File: src/shared/addr_wake_pkg.sv
package addr_wake_pkg;

  // Register byte offsets
  localparam logic [7:0] OWN_ADDR_OFS = 8'h44;
  localparam logic [7:0] ADDR_MASK_OFS = 8'h4c;
  localparam logic [7:0] WAKE_CTL_OFS = 8'h54;
  localparam logic [7:0] WAKE_STS_OFS = 8'h58;
  localparam logic [7:0] PROT_CTL_OFS = 8'h5c;
  localparam logic [7:0] IRQ_STS_OFS = 8'h60;
  localparam logic [7:0] IRQ_MSK_OFS = 8'h64;
  localparam logic [7:0] MATCH_STS_OFS = 8'h68;

  // Field positions and widths
  localparam int WAKE_EN_BIT = 0;
  localparam int WAKE_SEL_BIT = 1;
  localparam int WAKE_FLAG_BIT = 0;
  localparam int TEN_EN_BIT = 4;
  localparam int IRQ_MATCH_BIT = 0;
  localparam int IRQ_WAKE_BIT = 1;
  localparam int MATCH_ADDRESSED_BIT = 0;
  localparam int MATCH_RW_BIT = 1;
  localparam int ADDR_W = 10;
  localparam int IRQ_W = 2;

  // Reset values
  localparam logic [9:0] OWN_ADDR_RST = 10'h000;
  localparam logic [9:0] ADDR_MASK_RST = 10'h000;
  localparam logic [1:0] WAKE_CTL_RST = 2'h0;
  localparam logic [1:0] IRQ_RST = 2'h0;

  // Ten-bit first byte prefix and bit framing
  localparam logic [4:0] TEN_PREFIX = 5'h1e;
  localparam logic [3:0] DATA_BITS = 4'h8;

  localparam logic [1:0] RESP_OKAY = 2'h0;
  localparam logic [1:0] RESP_SLVERR = 2'h2;

  typedef struct packed {
    logic start;
    logic stop;
    logic sda_edge;
    logic byte_valid;
    logic [7:0] data;
  } rx_event_t;

  typedef struct packed {
    logic wake_en;
    logic wake_sel;
    logic ten_en;
    logic [9:0] own;
    logic [9:0] mask;
  } match_cfg_t;

endpackage

File: src/rtl/i2c_byte_rx.sv
`timescale 1ns/1ps
`default_nettype none
module i2c_byte_rx (
  input wire logic aclk,
  input wire logic aresetn,
  input wire logic ce,
  input wire logic scl_in,
  input wire logic sda_in,
  output addr_wake_pkg::rx_event_t rx_ev
);

  logic scl_s1_q, scl_s2_q, scl_p_q, sda_s1_q, sda_s2_q, sda_p_q;
  logic active_q, active_d;
  logic [3:0] cnt_q, cnt_d;
  logic [7:0] shift_q, shift_d;
  addr_wake_pkg::rx_event_t ev_q, ev_d;
  logic scl_rise;

  assign scl_rise = scl_s2_q & ~scl_p_q;
  assign rx_ev = ev_q;

  always_comb begin
    active_d = active_q;
    cnt_d = cnt_q;
    shift_d = shift_q;
    ev_d = '0;
    ev_d.data = ev_q.data;
    ev_d.sda_edge = sda_s2_q ^ sda_p_q;
    // Start and stop: data line moves while clock is high
    ev_d.start = scl_s2_q & scl_p_q & sda_p_q & ~sda_s2_q;
    ev_d.stop = scl_s2_q & scl_p_q & ~sda_p_q & sda_s2_q;
    if (ev_d.start) begin
      active_d = 1'b1;
      cnt_d = 4'h0;
    end else if (ev_d.stop) begin
      active_d = 1'b0;
    end else if (scl_rise && active_q) begin
      if (cnt_q < addr_wake_pkg::DATA_BITS) begin
        shift_d = {shift_q[6:0], sda_s2_q};
        cnt_d = cnt_q + 4'h1;
        if (cnt_q == addr_wake_pkg::DATA_BITS - 4'h1) begin
          ev_d.byte_valid = 1'b1;
          ev_d.data = {shift_q[6:0], sda_s2_q};
        end
      end else begin
        // Acknowledge slot closes the byte
        cnt_d = 4'h0;
      end
    end
  end

  always_ff @(posedge aclk) begin
    if (!aresetn) begin
      scl_s1_q <= 1'b1;
      scl_s2_q <= 1'b1;
      scl_p_q <= 1'b1;
      sda_s1_q <= 1'b1;
      sda_s2_q <= 1'b1;
      sda_p_q <= 1'b1;
      active_q <= 1'b0;
      cnt_q <= 4'h0;
      shift_q <= 8'h00;
      ev_q <= '0;
    end else if (ce) begin
      scl_s1_q <= scl_in;
      scl_s2_q <= scl_s1_q;
      scl_p_q <= scl_s2_q;
      sda_s1_q <= sda_in;
      sda_s2_q <= sda_s1_q;
      sda_p_q <= sda_s2_q;
      active_q <= active_d;
      cnt_q <= cnt_d;
      shift_q <= shift_d;
      ev_q <= ev_d;
    end
  end

endmodule
`default_nettype wire

File: src/rtl/i2c_addr_wake.sv
// Decided for this implementation: the AXI4-Lite register port.
`timescale 1ns/1ps
`default_nettype none
// Summary of operation
// - Ten-bit own address, upper bits reserved
// - Prefix 11110AA: compare AA with address top
// - Second byte compared with address low eight
// - Seven-bit mode uses low seven bits only
// - Mask one means don't care, zero exact
// - Any address equal on unmasked bits matches
// - Wake only when wake enable set
// - Select: data toggle or address match wakes
// - Wake flag set when woken
// - Flag cleared only by writing one
// - Ten-bit matching only when enabled
module i2c_addr_wake (
  input wire logic aclk,
  input wire logic aresetn,
  input wire logic ce,
  input wire logic [7:0] awaddr,
  input wire logic awvalid,
  output logic awready,
  input wire logic [31:0] wdata,
  input wire logic [3:0] wstrb,
  input wire logic wvalid,
  output logic wready,
  output logic [1:0] bresp,
  output logic bvalid,
  input wire logic bready,
  input wire logic [7:0] araddr,
  input wire logic arvalid,
  output logic arready,
  output logic [31:0] rdata,
  output logic [1:0] rresp,
  output logic rvalid,
  input wire logic rready,
  input wire logic scl_in,
  input wire logic sda_in,
  input wire logic power_down,
  output logic wake_req,
  output logic addr_match,
  output logic irq
);
  typedef enum logic [3:0] {
    ST_IDLE = 4'b0001,
    ST_FIRST = 4'b0010,
    ST_SECOND = 4'b0100,
    ST_DONE = 4'b1000
  } match_state_t;
  addr_wake_pkg::rx_event_t ev;
  addr_wake_pkg::match_cfg_t cfg_q, cfg_d;
  match_state_t st_q, st_d;
  logic aw_held_q, aw_held_d, w_held_q, w_held_d, bvalid_q, bvalid_d, rvalid_q, rvalid_d;
  logic [7:0] awaddr_q, awaddr_d, raddr_q, raddr_d;
  logic [31:0] wdata_q, wdata_d, rdata_q, rdata_d, rd_word, wbits;
  logic [3:0] wstrb_q, wstrb_d;
  logic [1:0] bresp_q, bresp_d, rresp_q, rresp_d, irq_sts_q, irq_sts_d, irq_msk_q, irq_msk_d;
  logic wr_fire, wr_hit, rd_hit, wake_flag_q, wake_flag_d, wake_req_q, wake_req_d, irq_q, irq_d;
  logic match_q, match_d, addressed_q, addressed_d, rw_q, rw_d;
  logic wake_set, wake_trig, first_hit7, first_hit10, second_hit;
  i2c_byte_rx u_rx (
    .aclk(aclk),
    .aresetn(aresetn),
    .ce(ce),
    .scl_in(scl_in),
    .sda_in(sda_in),
    .rx_ev(ev)
  );
  function automatic logic masked_eq(input logic [9:0] rx, input logic [9:0] own,
                                     input logic [9:0] msk);
    masked_eq = ((rx ^ own) & ~msk) == 10'h000;
  endfunction
  function automatic logic [9:0] lanes(input logic [9:0] old, input logic [31:0] d,
                                       input logic [3:0] s);
    lanes = {s[1] ? d[9:8] : old[9:8], s[0] ? d[7:0] : old[7:0]};
  endfunction
  // Register bus
  assign awready = !aw_held_q && !bvalid_q;
  assign wready = !w_held_q && !bvalid_q;
  assign arready = !rvalid_q;
  assign bvalid = bvalid_q;
  assign bresp = bresp_q;
  assign rvalid = rvalid_q;
  assign rdata = rdata_q;
  assign rresp = rresp_q;
  assign wr_fire = aw_held_q && w_held_q && !bvalid_q;
  assign wbits = wdata_q & {{16{1'b0}}, {8{wstrb_q[1]}}, {8{wstrb_q[0]}}};
  always_comb begin
    case (awaddr_q[7:2])
      addr_wake_pkg::OWN_ADDR_OFS[7:2], addr_wake_pkg::ADDR_MASK_OFS[7:2],
      addr_wake_pkg::WAKE_CTL_OFS[7:2], addr_wake_pkg::WAKE_STS_OFS[7:2],
      addr_wake_pkg::PROT_CTL_OFS[7:2], addr_wake_pkg::IRQ_STS_OFS[7:2],
      addr_wake_pkg::IRQ_MSK_OFS[7:2], addr_wake_pkg::MATCH_STS_OFS[7:2]: wr_hit = 1'b1;
      default: wr_hit = 1'b0;
    endcase
  end
  always_comb begin
    rd_hit = 1'b1;
    rd_word = 32'h0000_0000;
    case (araddr[7:2])
      addr_wake_pkg::OWN_ADDR_OFS[7:2]: rd_word[9:0] = cfg_q.own;
      addr_wake_pkg::ADDR_MASK_OFS[7:2]: rd_word[9:0] = cfg_q.mask;
      addr_wake_pkg::WAKE_CTL_OFS[7:2]: begin
        rd_word[addr_wake_pkg::WAKE_EN_BIT] = cfg_q.wake_en;
        rd_word[addr_wake_pkg::WAKE_SEL_BIT] = cfg_q.wake_sel;
      end
      addr_wake_pkg::WAKE_STS_OFS[7:2]: rd_word[addr_wake_pkg::WAKE_FLAG_BIT] = wake_flag_q;
      addr_wake_pkg::PROT_CTL_OFS[7:2]: rd_word[addr_wake_pkg::TEN_EN_BIT] = cfg_q.ten_en;
      addr_wake_pkg::IRQ_STS_OFS[7:2]: rd_word[1:0] = irq_sts_q;
      addr_wake_pkg::IRQ_MSK_OFS[7:2]: rd_word[1:0] = irq_msk_q;
      addr_wake_pkg::MATCH_STS_OFS[7:2]: begin
        rd_word[addr_wake_pkg::MATCH_ADDRESSED_BIT] = addressed_q;
        rd_word[addr_wake_pkg::MATCH_RW_BIT] = rw_q;
      end
      default: rd_hit = 1'b0;
    endcase
  end
  always_comb begin
    aw_held_d = aw_held_q;
    awaddr_d = awaddr_q;
    w_held_d = w_held_q;
    wdata_d = wdata_q;
    wstrb_d = wstrb_q;
    bvalid_d = bvalid_q;
    bresp_d = bresp_q;
    rvalid_d = rvalid_q;
    rdata_d = rdata_q;
    rresp_d = rresp_q;
    raddr_d = raddr_q;
    if (awvalid && awready) begin
      aw_held_d = 1'b1;
      awaddr_d = awaddr;
    end
    if (wvalid && wready) begin
      w_held_d = 1'b1;
      wdata_d = wdata;
      wstrb_d = wstrb;
    end
    if (wr_fire) begin
      aw_held_d = 1'b0;
      w_held_d = 1'b0;
      bvalid_d = 1'b1;
      bresp_d = wr_hit ? addr_wake_pkg::RESP_OKAY : addr_wake_pkg::RESP_SLVERR;
    end
    if (bvalid_q && bready) begin
      bvalid_d = 1'b0;
    end
    if (arvalid && arready) begin
      rvalid_d = 1'b1;
      rdata_d = rd_word;
      raddr_d = araddr;
      rresp_d = rd_hit ? addr_wake_pkg::RESP_OKAY : addr_wake_pkg::RESP_SLVERR;
    end else if (rvalid_q && rready) begin
      rvalid_d = 1'b0;
    end
  end
  // Configuration, wake and interrupt state
  always_comb begin
    cfg_d = cfg_q;
    irq_msk_d = irq_msk_q;
    if (wr_fire) begin
      case (awaddr_q[7:2])
        addr_wake_pkg::OWN_ADDR_OFS[7:2]: cfg_d.own = lanes(cfg_q.own, wdata_q, wstrb_q);
        addr_wake_pkg::ADDR_MASK_OFS[7:2]: cfg_d.mask = lanes(cfg_q.mask, wdata_q, wstrb_q);
        addr_wake_pkg::WAKE_CTL_OFS[7:2]: if (wstrb_q[0]) begin
          cfg_d.wake_en = wdata_q[addr_wake_pkg::WAKE_EN_BIT];
          cfg_d.wake_sel = wdata_q[addr_wake_pkg::WAKE_SEL_BIT];
        end
        addr_wake_pkg::PROT_CTL_OFS[7:2]: if (wstrb_q[0]) begin
          cfg_d.ten_en = wdata_q[addr_wake_pkg::TEN_EN_BIT];
        end
        addr_wake_pkg::IRQ_MSK_OFS[7:2]: if (wstrb_q[0]) begin
          irq_msk_d = wdata_q[1:0];
        end
        default: cfg_d = cfg_q;
      endcase
    end
  end
  assign wake_trig = cfg_q.wake_sel ? match_d : ev.sda_edge;
  assign wake_set = cfg_q.wake_en && power_down && wake_trig;
  always_comb begin
    wake_flag_d = wake_flag_q;
    irq_sts_d = irq_sts_q;
    if (wr_fire && awaddr_q[7:2] == addr_wake_pkg::WAKE_STS_OFS[7:2]) begin
      wake_flag_d = wake_flag_q & ~wbits[addr_wake_pkg::WAKE_FLAG_BIT];
    end
    if (wr_fire && awaddr_q[7:2] == addr_wake_pkg::IRQ_STS_OFS[7:2]) begin
      irq_sts_d = irq_sts_q & ~wbits[1:0];
    end
    // Set wins over a clear in the same cycle
    if (wake_set) begin
      wake_flag_d = 1'b1;
      irq_sts_d[addr_wake_pkg::IRQ_WAKE_BIT] = 1'b1;
    end
    if (match_d) begin
      irq_sts_d[addr_wake_pkg::IRQ_MATCH_BIT] = 1'b1;
    end
    wake_req_d = wake_set;
    irq_d = |(irq_sts_d & irq_msk_d);
  end
  // Address recognition
  assign first_hit7 = masked_eq({3'h0, ev.data[7:1]}, {3'h0, cfg_q.own[6:0]},
                                {3'h0, cfg_q.mask[6:0]});
  assign first_hit10 = ev.data[7:3] == addr_wake_pkg::TEN_PREFIX &&
                       masked_eq({ev.data[2:1], 8'h00}, {cfg_q.own[9:8], 8'h00},
                                 {cfg_q.mask[9:8], 8'h00});
  assign second_hit = masked_eq({2'h0, ev.data}, {2'h0, cfg_q.own[7:0]},
                                {2'h0, cfg_q.mask[7:0]});
  always_comb begin
    st_d = st_q;
    match_d = 1'b0;
    addressed_d = addressed_q;
    rw_d = rw_q;
    if (ev.stop) begin
      st_d = ST_IDLE;
      addressed_d = 1'b0;
    end else if (ev.start) begin
      st_d = ST_FIRST;
      addressed_d = 1'b0;
    end else if (ev.byte_valid) begin
      case (st_q)
        ST_FIRST: begin
          rw_d = ev.data[0];
          st_d = ST_DONE;
          if (cfg_q.ten_en && first_hit10) begin
            st_d = ST_SECOND;
          end else if (!cfg_q.ten_en && first_hit7) begin
            match_d = 1'b1;
          end
        end
        ST_SECOND: begin
          st_d = ST_DONE;
          match_d = second_hit;
        end
        ST_IDLE, ST_DONE: st_d = st_q;
        default: st_d = ST_IDLE;
      endcase
    end
    if (match_d) begin
      addressed_d = 1'b1;
    end
  end
  always_ff @(posedge aclk) begin
    if (!aresetn) begin
      aw_held_q <= 1'b0;
      awaddr_q <= 8'h00;
      w_held_q <= 1'b0;
      wdata_q <= 32'h0000_0000;
      wstrb_q <= 4'h0;
      bvalid_q <= 1'b0;
      bresp_q <= addr_wake_pkg::RESP_OKAY;
      rvalid_q <= 1'b0;
      rdata_q <= 32'h0000_0000;
      rresp_q <= addr_wake_pkg::RESP_OKAY;
      raddr_q <= 8'h00;
      cfg_q <= {addr_wake_pkg::WAKE_CTL_RST, 1'b0, addr_wake_pkg::OWN_ADDR_RST,
                addr_wake_pkg::ADDR_MASK_RST};
      irq_msk_q <= addr_wake_pkg::IRQ_RST;
      irq_sts_q <= addr_wake_pkg::IRQ_RST;
      wake_flag_q <= 1'b0;
      wake_req_q <= 1'b0;
      irq_q <= 1'b0;
      st_q <= ST_IDLE;
      match_q <= 1'b0;
      addressed_q <= 1'b0;
      rw_q <= 1'b0;
    end else if (ce) begin
      aw_held_q <= aw_held_d;
      awaddr_q <= awaddr_d;
      w_held_q <= w_held_d;
      wdata_q <= wdata_d;
      wstrb_q <= wstrb_d;
      bvalid_q <= bvalid_d;
      bresp_q <= bresp_d;
      rvalid_q <= rvalid_d;
      rdata_q <= rdata_d;
      rresp_q <= rresp_d;
      raddr_q <= raddr_d;
      cfg_q <= cfg_d;
      irq_msk_q <= irq_msk_d;
      irq_sts_q <= irq_sts_d;
      wake_flag_q <= wake_flag_d;
      wake_req_q <= wake_req_d;
      irq_q <= irq_d;
      st_q <= st_d;
      match_q <= match_d;
      addressed_q <= addressed_d;
      rw_q <= rw_d;
    end
  end
  assign wake_req = wake_req_q;
  assign addr_match = match_q;
  assign irq = irq_q;
endmodule
`default_nettype wire

File: config.mk
export PLATFORM = sky130hd
export DESIGN_NAME = i2c_addr_wake
export DESIGN_NICKNAME = d
export VERILOG_FILES = /design/src/shared/addr_wake_pkg.sv /design/src/rtl/i2c_byte_rx.sv /design/src/rtl/i2c_addr_wake.sv
export SDC_FILE = /design/constraint.sdc
export NUM_CORES = 1
export LEC_CHECK = 0
export BUFFER_PORTS_ARGS = -buffer_cell sky130_fd_sc_hd__buf_2
export CAP_MARGIN = 20
export CORE_UTILIZATION = 46
export CTS_CLUSTER_DIAMETER = 50
export DETAILED_ROUTE_END_ITERATION = 10
export MAX_ROUTING_LAYER = met4
export PLACE_DENSITY_LB_ADDON = 0.12
export SYNTH_ARGS = -nofsm -noshare
export SYNTH_HDL_FRONTEND = slang
export SYNTH_SLANG_ARGS = --single-unit
File: constraint.sdc
create_clock -name aclk -period 3.7 [get_ports aclk]
set_clock_uncertainty 0.2 [all_clocks]
set_input_delay 0.555 -clock aclk [delete_from_list [all_inputs] [get_ports aclk]]
set_output_delay 0.555 -clock aclk [all_outputs]
set_load 0.02 [all_outputs]
==> metrics.md, run 1 <==
| Metric | Value |
|---|---|
| Clk slew on worst S/H paths | `0.09 ns` |
| Antenna-violating nets left | `0` |
| Tot GR Track Use | `20.8%` |
| DP HPWL | `7.28 mm` |
| CTS tree | `yes` |
| Crit path kind | `in2reg` |
| Gp weighted congestion | `0.843` |
| Final period util | `56.7%` |
| Vias per std cell | `5.21` |
| Area grow syn2layout | `9.41%` |
| Worst-Skew Late Latency | `0.37 ns` |
| Most used cell, CP | `nor2_1` |
| Startpoint types | `input port` |
| Cell Pwr Density | `389 nW/um^2` |
| Clock power frac | `34.9%` |
| Combinational power share | `8.4%` |
| Leakage | `2.06 nW` |
| Sw frac | `25.1%` |
| NetSw | `0.505 mW` |
| Worst slew pin tran | `0.873 ns` |
| Worst path cell trace | `buf_2, buf_4, nand3_1, nor2_1, nand2_1, mux2i_1, nor2_1` |
| Number of fill cells | `969` |
| CTS sink count | `102` |
| Root buffer selected by CTS | `clkbuf_8` |
| Slew headroom | `41.8%` |
| DRT Wirelength | `10.2 mm` |
| Worst path max stage delay | `0.37 ns` |
| VDD IR max | `0.171 mV` |
| Sequential fraction of the synthesis area | `43.1%` |
| Yosys cell types | `58` |
| Power Internal | `1.51 mW` |
| Max H-tree Level | `3` |
| CP endpoint kind | `register` |
| Critical Path RT | `3.72 ns` |
| # resized after CTS | `0` |
| Diode count | `0` |
| Clock Tree Buf Depth | `2` |
| Initial core utilization | `48.0%` |
| Via count | `3,781` |
| Reg2reg start | `awaddr_q[7]$_SDFFE_PN0P_` |
| Ys flop type | `dfxtp_1` |
| Hold Fails Final Rpt | `0` |
| Cts hold-fix bufs | `0` |
| Die height | `103 um` |
| Die area | `10,700 sq um` |
| Drt pass-1 iters | `4` |
| Buffer count from post-CTS setup fixing | `0` |
| Post-Place Cells | `710` |
| Max Cap Viol | `0` |
| Cells after Synth | `548` |
| Leading area contributor after synthesis | `dfxtp_1` |
| Core ar. | `9860 sq um` |
| Final setup violating endpoints | `0` |
| Final Max Slew Viols | `0` |
| Max FO, Critical Path | `20` |
| Gr ovfl total | `0` |
| Crit path time final | `2.10 ns` |
| Finished Layout Cells | `726` |
| Commonest non-fill, non-tap cell in the layout | `dfxtp_1` |
| Register area | `2040 sq um` |
| RSZ-0062 raised after global routing | `false` |
| Netlist Area Pre-Place | `4730 sq um` |
| IO Count | `107` |
| Area contributors post-synth | `dfxtp_1 (43%), mux2i_1 (10%), nor2_1 (6.7%)` |
| Row cnt | `36` |
| Vias in the first global route | `3,314` |
| Final Util | `52.5%` |
| Die W | `103 um` |
| Area of the multi-input gates | `2440 sq um` |
| CP Launch Point | `ce` |
| Yosys top cell area share | `43.1%` |
| Ys Warns | `0` |
| Async S/R FF share, synth | `0%` |
| Number of enable flip-flop cells after synthesis | `0` |
| Initial antenna violation count | `0` |
| Critical path's top delay family | `simple AND/OR/NAND/NOR gates` |
| CTS Buf Count | `9` |
| First-pass GRT wire length | `16.5 mm` |
| Share of cells above drive strength 1 | `14.0%` |
| Slowest CP cell | `nand2_1` |
| Crit path DAT | `2.12 ns` |
| Final nets | `652` |
| Post-Syn Area per Cell | `8.64 sq um` |
| Bufs and invs on worst path | `2` |
| Most frequent cells in the layout | `dfxtp_1 (102), nor2_1 (85), nand2_1 (60)` |
| Wirelength per Cell | `14.1 um` |
| Hold_sp | `sda_in` |
| Drt drc | `0` |
| Status | `completed` |
| Worst hold path type | `in2reg` |
| F_max | `477 MHz` |
| PortBufs | `54` |
| Total Neg Setup Slack | `0 ns` |
| Largest net degree at the start of global routing | `85` |
| Yosys reg bits | `102` |
| Reg power frac | `56.7%` |
| First DRT Iteration DRCs | `157` |
[registers in the layout, summed over array words and instances (netlist names), 2 cells and up, named ones only]
name,cells
wdata_q,10
irq_sts_q,2
u_rx.cnt_q,4
rdata,10
wstrb_q,2
irq_msk_q,2
awaddr_q,6
u_rx.rx_ev,12
cfg_q,23
u_rx.shift_q,7
st_q,4
[worst reg2reg max path, delay by kind of cell (launching register included)]
| kind | cells | cell delay, ns |
|---|---|---|
| DFF | 1 | 0.35 |
| muxes | 1 | 0.26 |
| and+or+nand+nor | 5 | 1.12 |
[cell families (layout without fill, tap and decap cells)]
logic type / after synthesis / in the layout / synth area share, %
and+or+nand+nor: 211 / 211 / 21.7
AOI/OAI and AO/OA: 103 / 103 / 13.5
DFF: 102 / 102 / 43.1
buffers and inverters: 61 / 83 / 7.19
muxes: 50 / 50 / 10.6
xor gates and xnor gates: 19 / 19 / 3.51
adders and majority gates: 1 / 1 / 0.264
other: 1 / 24 / 0.0792
[cell type report]
type	count	area share, %
clock inverters	3	0.845
well taps	133	3.21
clock buffers	13	2.87
flip-flops and latches	102	39.4
inverters	9	0.652
repair buffers	58	5.80
multi-input cells	408	47.2
[metrics by stage]
step	instance area, sq um	setup WS, ns	power (mW)	hold slack [ns]
6_report	5180	1.60	2.01	0.204
5_1_grt	5180	1.45	2.10	0.211
4_1_cts	5180	1.59	2.03	0.194
3_5_place_dp	4990	1.20	1.34	0.225
3_3_place_gp	4990	1.23	1.33	0.212
2_1_floorplan	4820	1.74	1.30	0.208
[cells in the mapped netlist (9+ instances only)]
master    count
clkbuf_1     18
nand3_1      16
o21ai_0      10
dfxtp_1     102
xnor2_1      18
a21oi_1      44
buf_4        24
nor2_1       85
mux2i_1      48
a211oi_1     10
nand2_1      60
inv_1         9
[power groups by stage]
| stage | registers [mW] | clock network, mW | logic (mW) |
|---|---|---|---|
| 2_1_floorplan | 1.17 | 0 | 0.132 |
| 3_3_place_gp | 1.17 | 0 | 0.167 |
| 3_5_place_dp | 1.17 | 0 | 0.169 |
| 4_1_cts | 1.14 | 0.719 | 0.169 |
| 5_1_grt | 1.15 | 0.762 | 0.189 |
| 6_report | 1.14 | 0.703 | 0.168 |
[per-layer routing]
layer	up-vias	routed length [um]	track usage [%]	share of wire, %
met4	0	154	6.50	1.5
met1	1744	5160	28.5	50
met5	-	0	-	0
met2	88	4570	31.1	45
met3	14	346	3.70	3.4
li1	1935	-	-	-
[worst paths after layout]
| check | endpoint | slack [ns] | cells past startpoint |
|---|---|---|---|
| max | cfg_q[2]$_SDFFE_PN0P_ | 1.60 | 7 |
| min reg2reg | bresp[1]$_SDFFE_PN0P_ | 0.24 | 1 |
| max reg2reg | cfg_q[2]$_SDFFE_PN0P_ | 1.62 | 6 |
| min | u_rx.sda_s1_q$_SDFFE_PN1P_ | 0.20 | 3 |
Note: power is estimated with default switching activity, not from simulation.
==> inputs of run 2 (changes only) <==
==> constraint.sdc (replaced) <==
create_clock -name aclk -period 2.1 [get_ports aclk]
set_clock_uncertainty 0.2 [all_clocks]
set_input_delay 0.315 -clock aclk [delete_from_list [all_inputs] [get_ports aclk]]
set_output_delay 0.315 -clock aclk [all_outputs]
set_load 0.02 [all_outputs]
==> metrics.md, run 2 (same netlist as run 1, synthesis figures left out) <==
| Metric | Value |
|---|---|
| Status | `completed` |
| Gp weighted congestion | `0.835` |
| Die W | `103 um` |
| Final Max Slew Viols | `0` |
| Initial core utilization | `48.0%` |
| Area of the multi-input gates | `2450 sq um` |
| Wirelength per Cell | `14.0 um` |
| Crit path time final | `1.98 ns` |
| PortBufs | `54` |
| IO Count | `107` |
| Cell Pwr Density | `694 nW/um^2` |
| Max Cap Viol | `0` |
| Clk slew on worst S/H paths | `0.10 ns` |
| Drt drc | `0` |
| Reg2reg setup slack | `0.12 ns` |
| Max H-tree Level | `3` |
| Power Total | `3.83 mW` |
| Row cnt | `36` |
| Worst hold path type | `in2reg` |
| Number of fill cells | `912` |
| Worst r2r path cells | `6` |
| CTS sink count | `102` |
| First-pass GRT wire length | `16.8 mm` |
| Finished Layout Cells | `754` |
| Root buffer selected by CTS | `clkbuf_8` |
| Hold Crit Endpoint | `awaddr_q[6]$_SDFFE_PN0P_` |
| Worst R2R End | `irq$_SDFFE_PN0P_` |
| Final Util | `55.9%` |
| RSZ-0062 raised after global routing | `false` |
| Diode count | `0` |
| Share of cells above drive strength 1 | `16.1%` |
| Initial antenna violation count | `0` |
| Leakage | `2.22 nW` |
| WHS Path Cells | `3` |
| CTS Buf Count | `9` |
| CP endpoint kind | `register` |
| Worst-Skew Late Latency | `0.36 ns` |
| Die height | `103 um` |
| Hold Fails Final Rpt | `0` |
| Post-Place Cells | `722` |
| Max FO, Critical Path | `9` |
| Reg2reg start | `bvalid$_SDFFE_PN0P_` |
| Commonest non-fill, non-tap cell in the layout | `dfxtp_1` |
| Crit path DAT | `2.02 ns` |
| DRT Wirelength | `10.5 mm` |
| Vias per std cell | `5.22` |
| Crit path kind | `reg2reg` |
| Final period util | `94.5%` |
| Core ar. | `9860 sq um` |
| VDD IR max | `0.400 mV` |
| Hold_sp | `awaddr[6]` |
| Startpoint types | `register` |
| Top reg by flops | `cfg_q` |
| First DRT Iteration DRCs | `127` |
| Vias in the first global route | `3,413` |
| Antenna-violating nets left | `0` |
| Die area | `10,700 sq um` |
| Register area | `2040 sq um` |
| CTS tree | `yes` |
| Largest net degree at the start of global routing | `79` |
| Tot GR Track Use | `21.0%` |
| Drt pass-1 iters | `4` |
| Gr ovfl total | `0` |
| Area grow syn2layout | `16.4%` |
| Critical Path RT | `2.14 ns` |
| Via count | `3,933` |
| DP HPWL | `7.51 mm` |
| Final nets | `680` |
| Total Neg Setup Slack | `0 ns` |
| Most frequent cells in the layout | `dfxtp_1 (102), nor2_1 (85), nand2_1 (60)` |
| Final setup violating endpoints | `0` |
| F_max | `504 MHz` |
| Clock Tree Buf Depth | `2` |
| Max reg flops | `23` |
run 2: cell count changes in the layout (fill, tap and decap cells not counted), sizes merged:
cell	delta
buf	+13
dlygate4sd3	+15
clkinv	+1
bufinv	+2
clkbuf	-3
run 2: how the worst max path moves through the flow:
stage | startpoint | to | slack, ns
floorplan | bvalid$_SDFFE_PN0P_ | irq$_SDFFE_PN0P_ | 0.17
global placement | bvalid$_SDFFE_PN0P_ | irq$_SDFFE_PN0P_ | 0.14
detailed placement | st_q[3]$_SDFFE_PN0P_ | irq_sts_q[1]$_SDFFE_PN0P_ | 0.12
CTS | st_q[3]$_SDFFE_PN0P_ | irq_sts_q[1]$_SDFFE_PN0P_ | 0.1
global route | st_q[3]$_SDFFE_PN0P_ | irq_sts_q[1]$_SDFFE_PN0P_ | 0.01
finish | bvalid$_SDFFE_PN0P_ | irq$_SDFFE_PN0P_ | 0.12
run 2: per-layer routing:
| metal | share of wire (%) | GRT usage (%) |
|---|---|---|
| met5 | 0 | - |
| met4 | 1.1 | 5.85 |
| met3 | 3.3 | 4.03 |
| met2 | 47 | 32.6 |
| met1 | 49 | 28.0 |
run 2: where the power goes:
| part | leakage (nW) | switching, mW | internal, mW | total, mW |
|---|---|---|---|---|
| clock | 0.126 | 0.654 | 0.822 | 1.48 |
| sequential | 0.827 | 0.0368 | 1.98 | 2.01 |
| combinational | 1.27 | 0.209 | 0.129 | 0.338 |
| total | 2.22 | 0.900 | 2.93 | 3.83 |
run 2: timing repair:
item | in CTS | in global routing
hold buffers | 15 | 0
endpoints found under the hold margin | 15 | 0
gates resized for setup | 0 | 1
setup endpoints to repair | 0 | 4
setup buffers | 0 | 1
run 2: layout make-up:
type / count / area share (%)
multi-input combinational: 408 / 44.4
sequential: 102 / 37.1
timing repair buffer: 86 / 10.4
tap: 133 / 3.02
clock buffer: 10 / 2.50
clock inverter: 6 / 1.98
inverter: 9 / 0.613
run 2: critical path, cell delays in order (launching register included):
cell      delay (ns)
dfxtp_1         0.49
and4bb_1        0.25
nand4_1         0.19
mux2_2          0.37
and2_1          0.16
o21ai_1         0.12
a31oi_1         0.09
run 2: per-stage QoR:
stage / cell area, sq um / hold slack [ns] / setup slack (ns)
finish: 5510 / 0.0255 / 0.115
global placement: 5100 / 0.214 / 0.142
global route: 5510 / 0.0194 / 0.0126
detailed placement: 5100 / 0.233 / 0.122
floorplan: 4820 / 0.208 / 0.173
CTS: 5500 / 0.00810 / 0.0996
==> inputs of run 3 (changes only) <==
--- a/config.mk
+++ b/config.mk
@@ -7,6 +7,7 @@
 export LEC_CHECK = 0
 export BUFFER_PORTS_ARGS = -buffer_cell sky130_fd_sc_hd__buf_2
 export CAP_MARGIN = 20
+export CORE_MARGIN = 2
 export CORE_UTILIZATION = 46
 export CTS_CLUSTER_DIAMETER = 50
 export DETAILED_ROUTE_END_ITERATION = 10
==> constraint.sdc (replaced) <==
create_clock -name aclk -period 1.7 [get_ports aclk]
set_clock_uncertainty 0.2 [all_clocks]
set_input_delay 0.255 -clock aclk [delete_from_list [all_inputs] [get_ports aclk]]
set_output_delay 0.255 -clock aclk [all_outputs]
set_load 0.02 [all_outputs]
==> metrics.md, run 3 (same netlist as run 1, synthesis figures left out) <==
| Metric | Value |
|---|---|
| Status | `complete, but fails checks` |
| Failing checks | `negative setup slack` |
| First DRT Iteration DRCs | `177` |
| Slowest CP cell | `dfxtp_1` |
| Fin worst setup slack | `-0.142 ns` |
| Max reg flops | `23` |
| Clock power frac | `31.9%` |
| Area of the multi-input gates | `2590 sq um` |
| Root buffer selected by CTS | `clkbuf_8` |
| Final Max Slew Viols | `0` |
| Core ar. | `10,100 sq um` |
| Final nets | `734` |
| Critical Path RT | `1.76 ns` |
| Wirelength per Cell | `14.1 um` |
| Hold_sp | `awaddr[2]` |
| Register area | `2060 sq um` |
| Cell Pwr Density | `722 nW/um^2` |
| Worst path max stage delay | `0.33 ns` |
| Leakage | `2.50 nW` |
| CTS Buf Count | `9` |
| Row cnt | `37` |
| Most frequent cells in the layout | `dfxtp_1 (90), nor2_1 (82), buf_4 (60)` |
| Share of cells above drive strength 1 | `27.6%` |
| IO Count | `107` |
| Vias per std cell | `5.13` |
| Reg2reg start | `awaddr_q[3]$_SDFFE_PN0P_` |
| Worst-Skew Late Latency | `0.37 ns` |
| Initial core utilization | `46.7%` |
| Crit path time final | `1.84 ns` |
| Crit path kind | `reg2reg` |
| Final period util | `108%` |
| Worst path cell trace | `and4bb_1, nand4_1, mux2_2, and2_1, o21ai_1, a31oi_1` |
| Gp weighted congestion | `0.836` |
| Gr ovfl total | `0` |
| Design area | `6060 sq um` |
| Finished Layout Cells | `811` |
| Drt pass-1 iters | `5` |
| Max H-tree Level | `3` |
| Post-Place Cells | `771` |
| Die height | `105 um` |
| Crit path DAT | `1.90 ns` |
| Area grow syn2layout | `27.9%` |
| RSZ-0062 raised after global routing | `true` |
| DP HPWL | `8.31 mm` |
| First-pass GRT wire length | `18.9 mm` |
| Power Total | `4.37 mW` |
| Power Internal | `3.19 mW` |
| Hold Fails Final Rpt | `0` |
| Max Cap Viol | `0` |
| Combinational power share | `11.5%` |
| Diode count | `0` |
| Tot GR Track Use | `21.8%` |
| Max FO, Critical Path | `3` |
| CP endpoint kind | `register` |
| Sw frac | `27.0%` |
| Reg power frac | `56.6%` |
| Post-DP Area | `5500 sq um` |
| Largest net degree at the start of global routing | `51` |
| VDD IR max | `0.438 mV` |
| NetSw | `1.18 mW` |
| Commonest non-fill, non-tap cell in the layout | `dfxtp_1` |
| Clock Tree Buf Depth | `2` |
| Final setup violating endpoints | `9` |
| Via count | `4,163` |
| CTS sink count | `102` |
| CTS tree | `yes` |
| Drt drc | `0` |
| Vias in the first global route | `3,963` |
| F_max | `543 MHz` |
| Number of fill cells | `902` |
| Startpoint types | `register` |
| PortBufs | `54` |
| Clk slew on worst S/H paths | `0.10 ns` |
| Worst hold path type | `in2reg` |
| Die W | `105 um` |
| Top reg by flops | `cfg_q` |
| Antenna-violating nets left | `0` |
| Initial antenna violation count | `0` |
| DRT Wirelength | `11.5 mm` |
| Die area | `11,100 sq um` |
| CP Launch Point | `awaddr_q[3]$_SDFFE_PN0P_` |
run 3: cell types whose count changed in the layout (fill, tap and decap cells not counted), moves of 3 or more:
cell	previous run	this run
bufinv_16	3	0
a21oi_2	0	5
dfxtp_2	0	10
dlygate4sd3_1	15	20
dfxtp_1	102	90
nor2_1	85	82
buf_4	15	60
a21oi_1	44	39
nand2_1	60	57
run 3: cell type report:
cell class / instances / area share, %
clock buffer: 10 / 2.11
clock inverter: 6 / 0.764
inverter: 9 / 0.558
multi-input combinational: 408 / 42.8
sequential: 102 / 34.0
tap: 136 / 2.81
timing repair buffer: 140 / 16.9
run 3: per-stage QoR:
stage	hold slack [ns]	setup TNS [ns]	utilization, %	worst slack, ns
after CTS	0.00924	-1.13	58.9	-0.171
after floorplan	0.183	-0.703	-	-0.0726
after global routing	0.0732	-2.18	59.7	-0.276
final	0.0209	-0.678	59.7	-0.142
after global placement	0.217	-2.09	54.2	-0.130
after detailed placement	0.235	-3.23	54.2	-0.159
run 3: path summary, 6_finish.rpt:
check,end,slack [ns],cells after the start
worst max-delay path,irq$_SDFFE_PN0P_,-0.14,6
worst min-delay path,awaddr_q[2]$_SDFFE_PN0P_,0.02,3
worst max register to register,irq$_SDFFE_PN0P_,-0.14,6
worst min register to register,bresp[1]$_SDFFE_PN0P_,0.24,1
run 3: layer usage:
metal	global-route usage [%]	routed length, um	vias to the layer above
met1	27.3	5250	1926
met3	3.28	543	22
met5	-	0	-
li1	-	-	2111
met2	35.0	5390	104
met4	9.14	269	0
run 3: power groups by stage:
stage	sequential [mW]	clock (mW)	combinational, mW
final	2.48	1.39	0.501
after global routing	2.48	1.53	0.547
after CTS	2.48	1.44	0.494
after detailed placement	2.53	0	0.455
after global placement	2.53	0	0.448
after floorplan	2.55	0	0.289
run 3: timing repair:
item,4_1_cts,5_1_grt
hold endpoints to repair,20,0
pin swaps,9,9
hold buffers,20,0
setup endpoints to repair,28,36
resized for setup,23,21
setup buffers,3,1
run 3: worst max-delay path, delay by kind of cell, from the launching register on:
family           cells  cell delay, ns
multiplexers         1            0.33
AND/OR/NAND/NOR      3            0.67
flip-flops           1            0.33
AO/OA/AOI/OAI        2            0.20
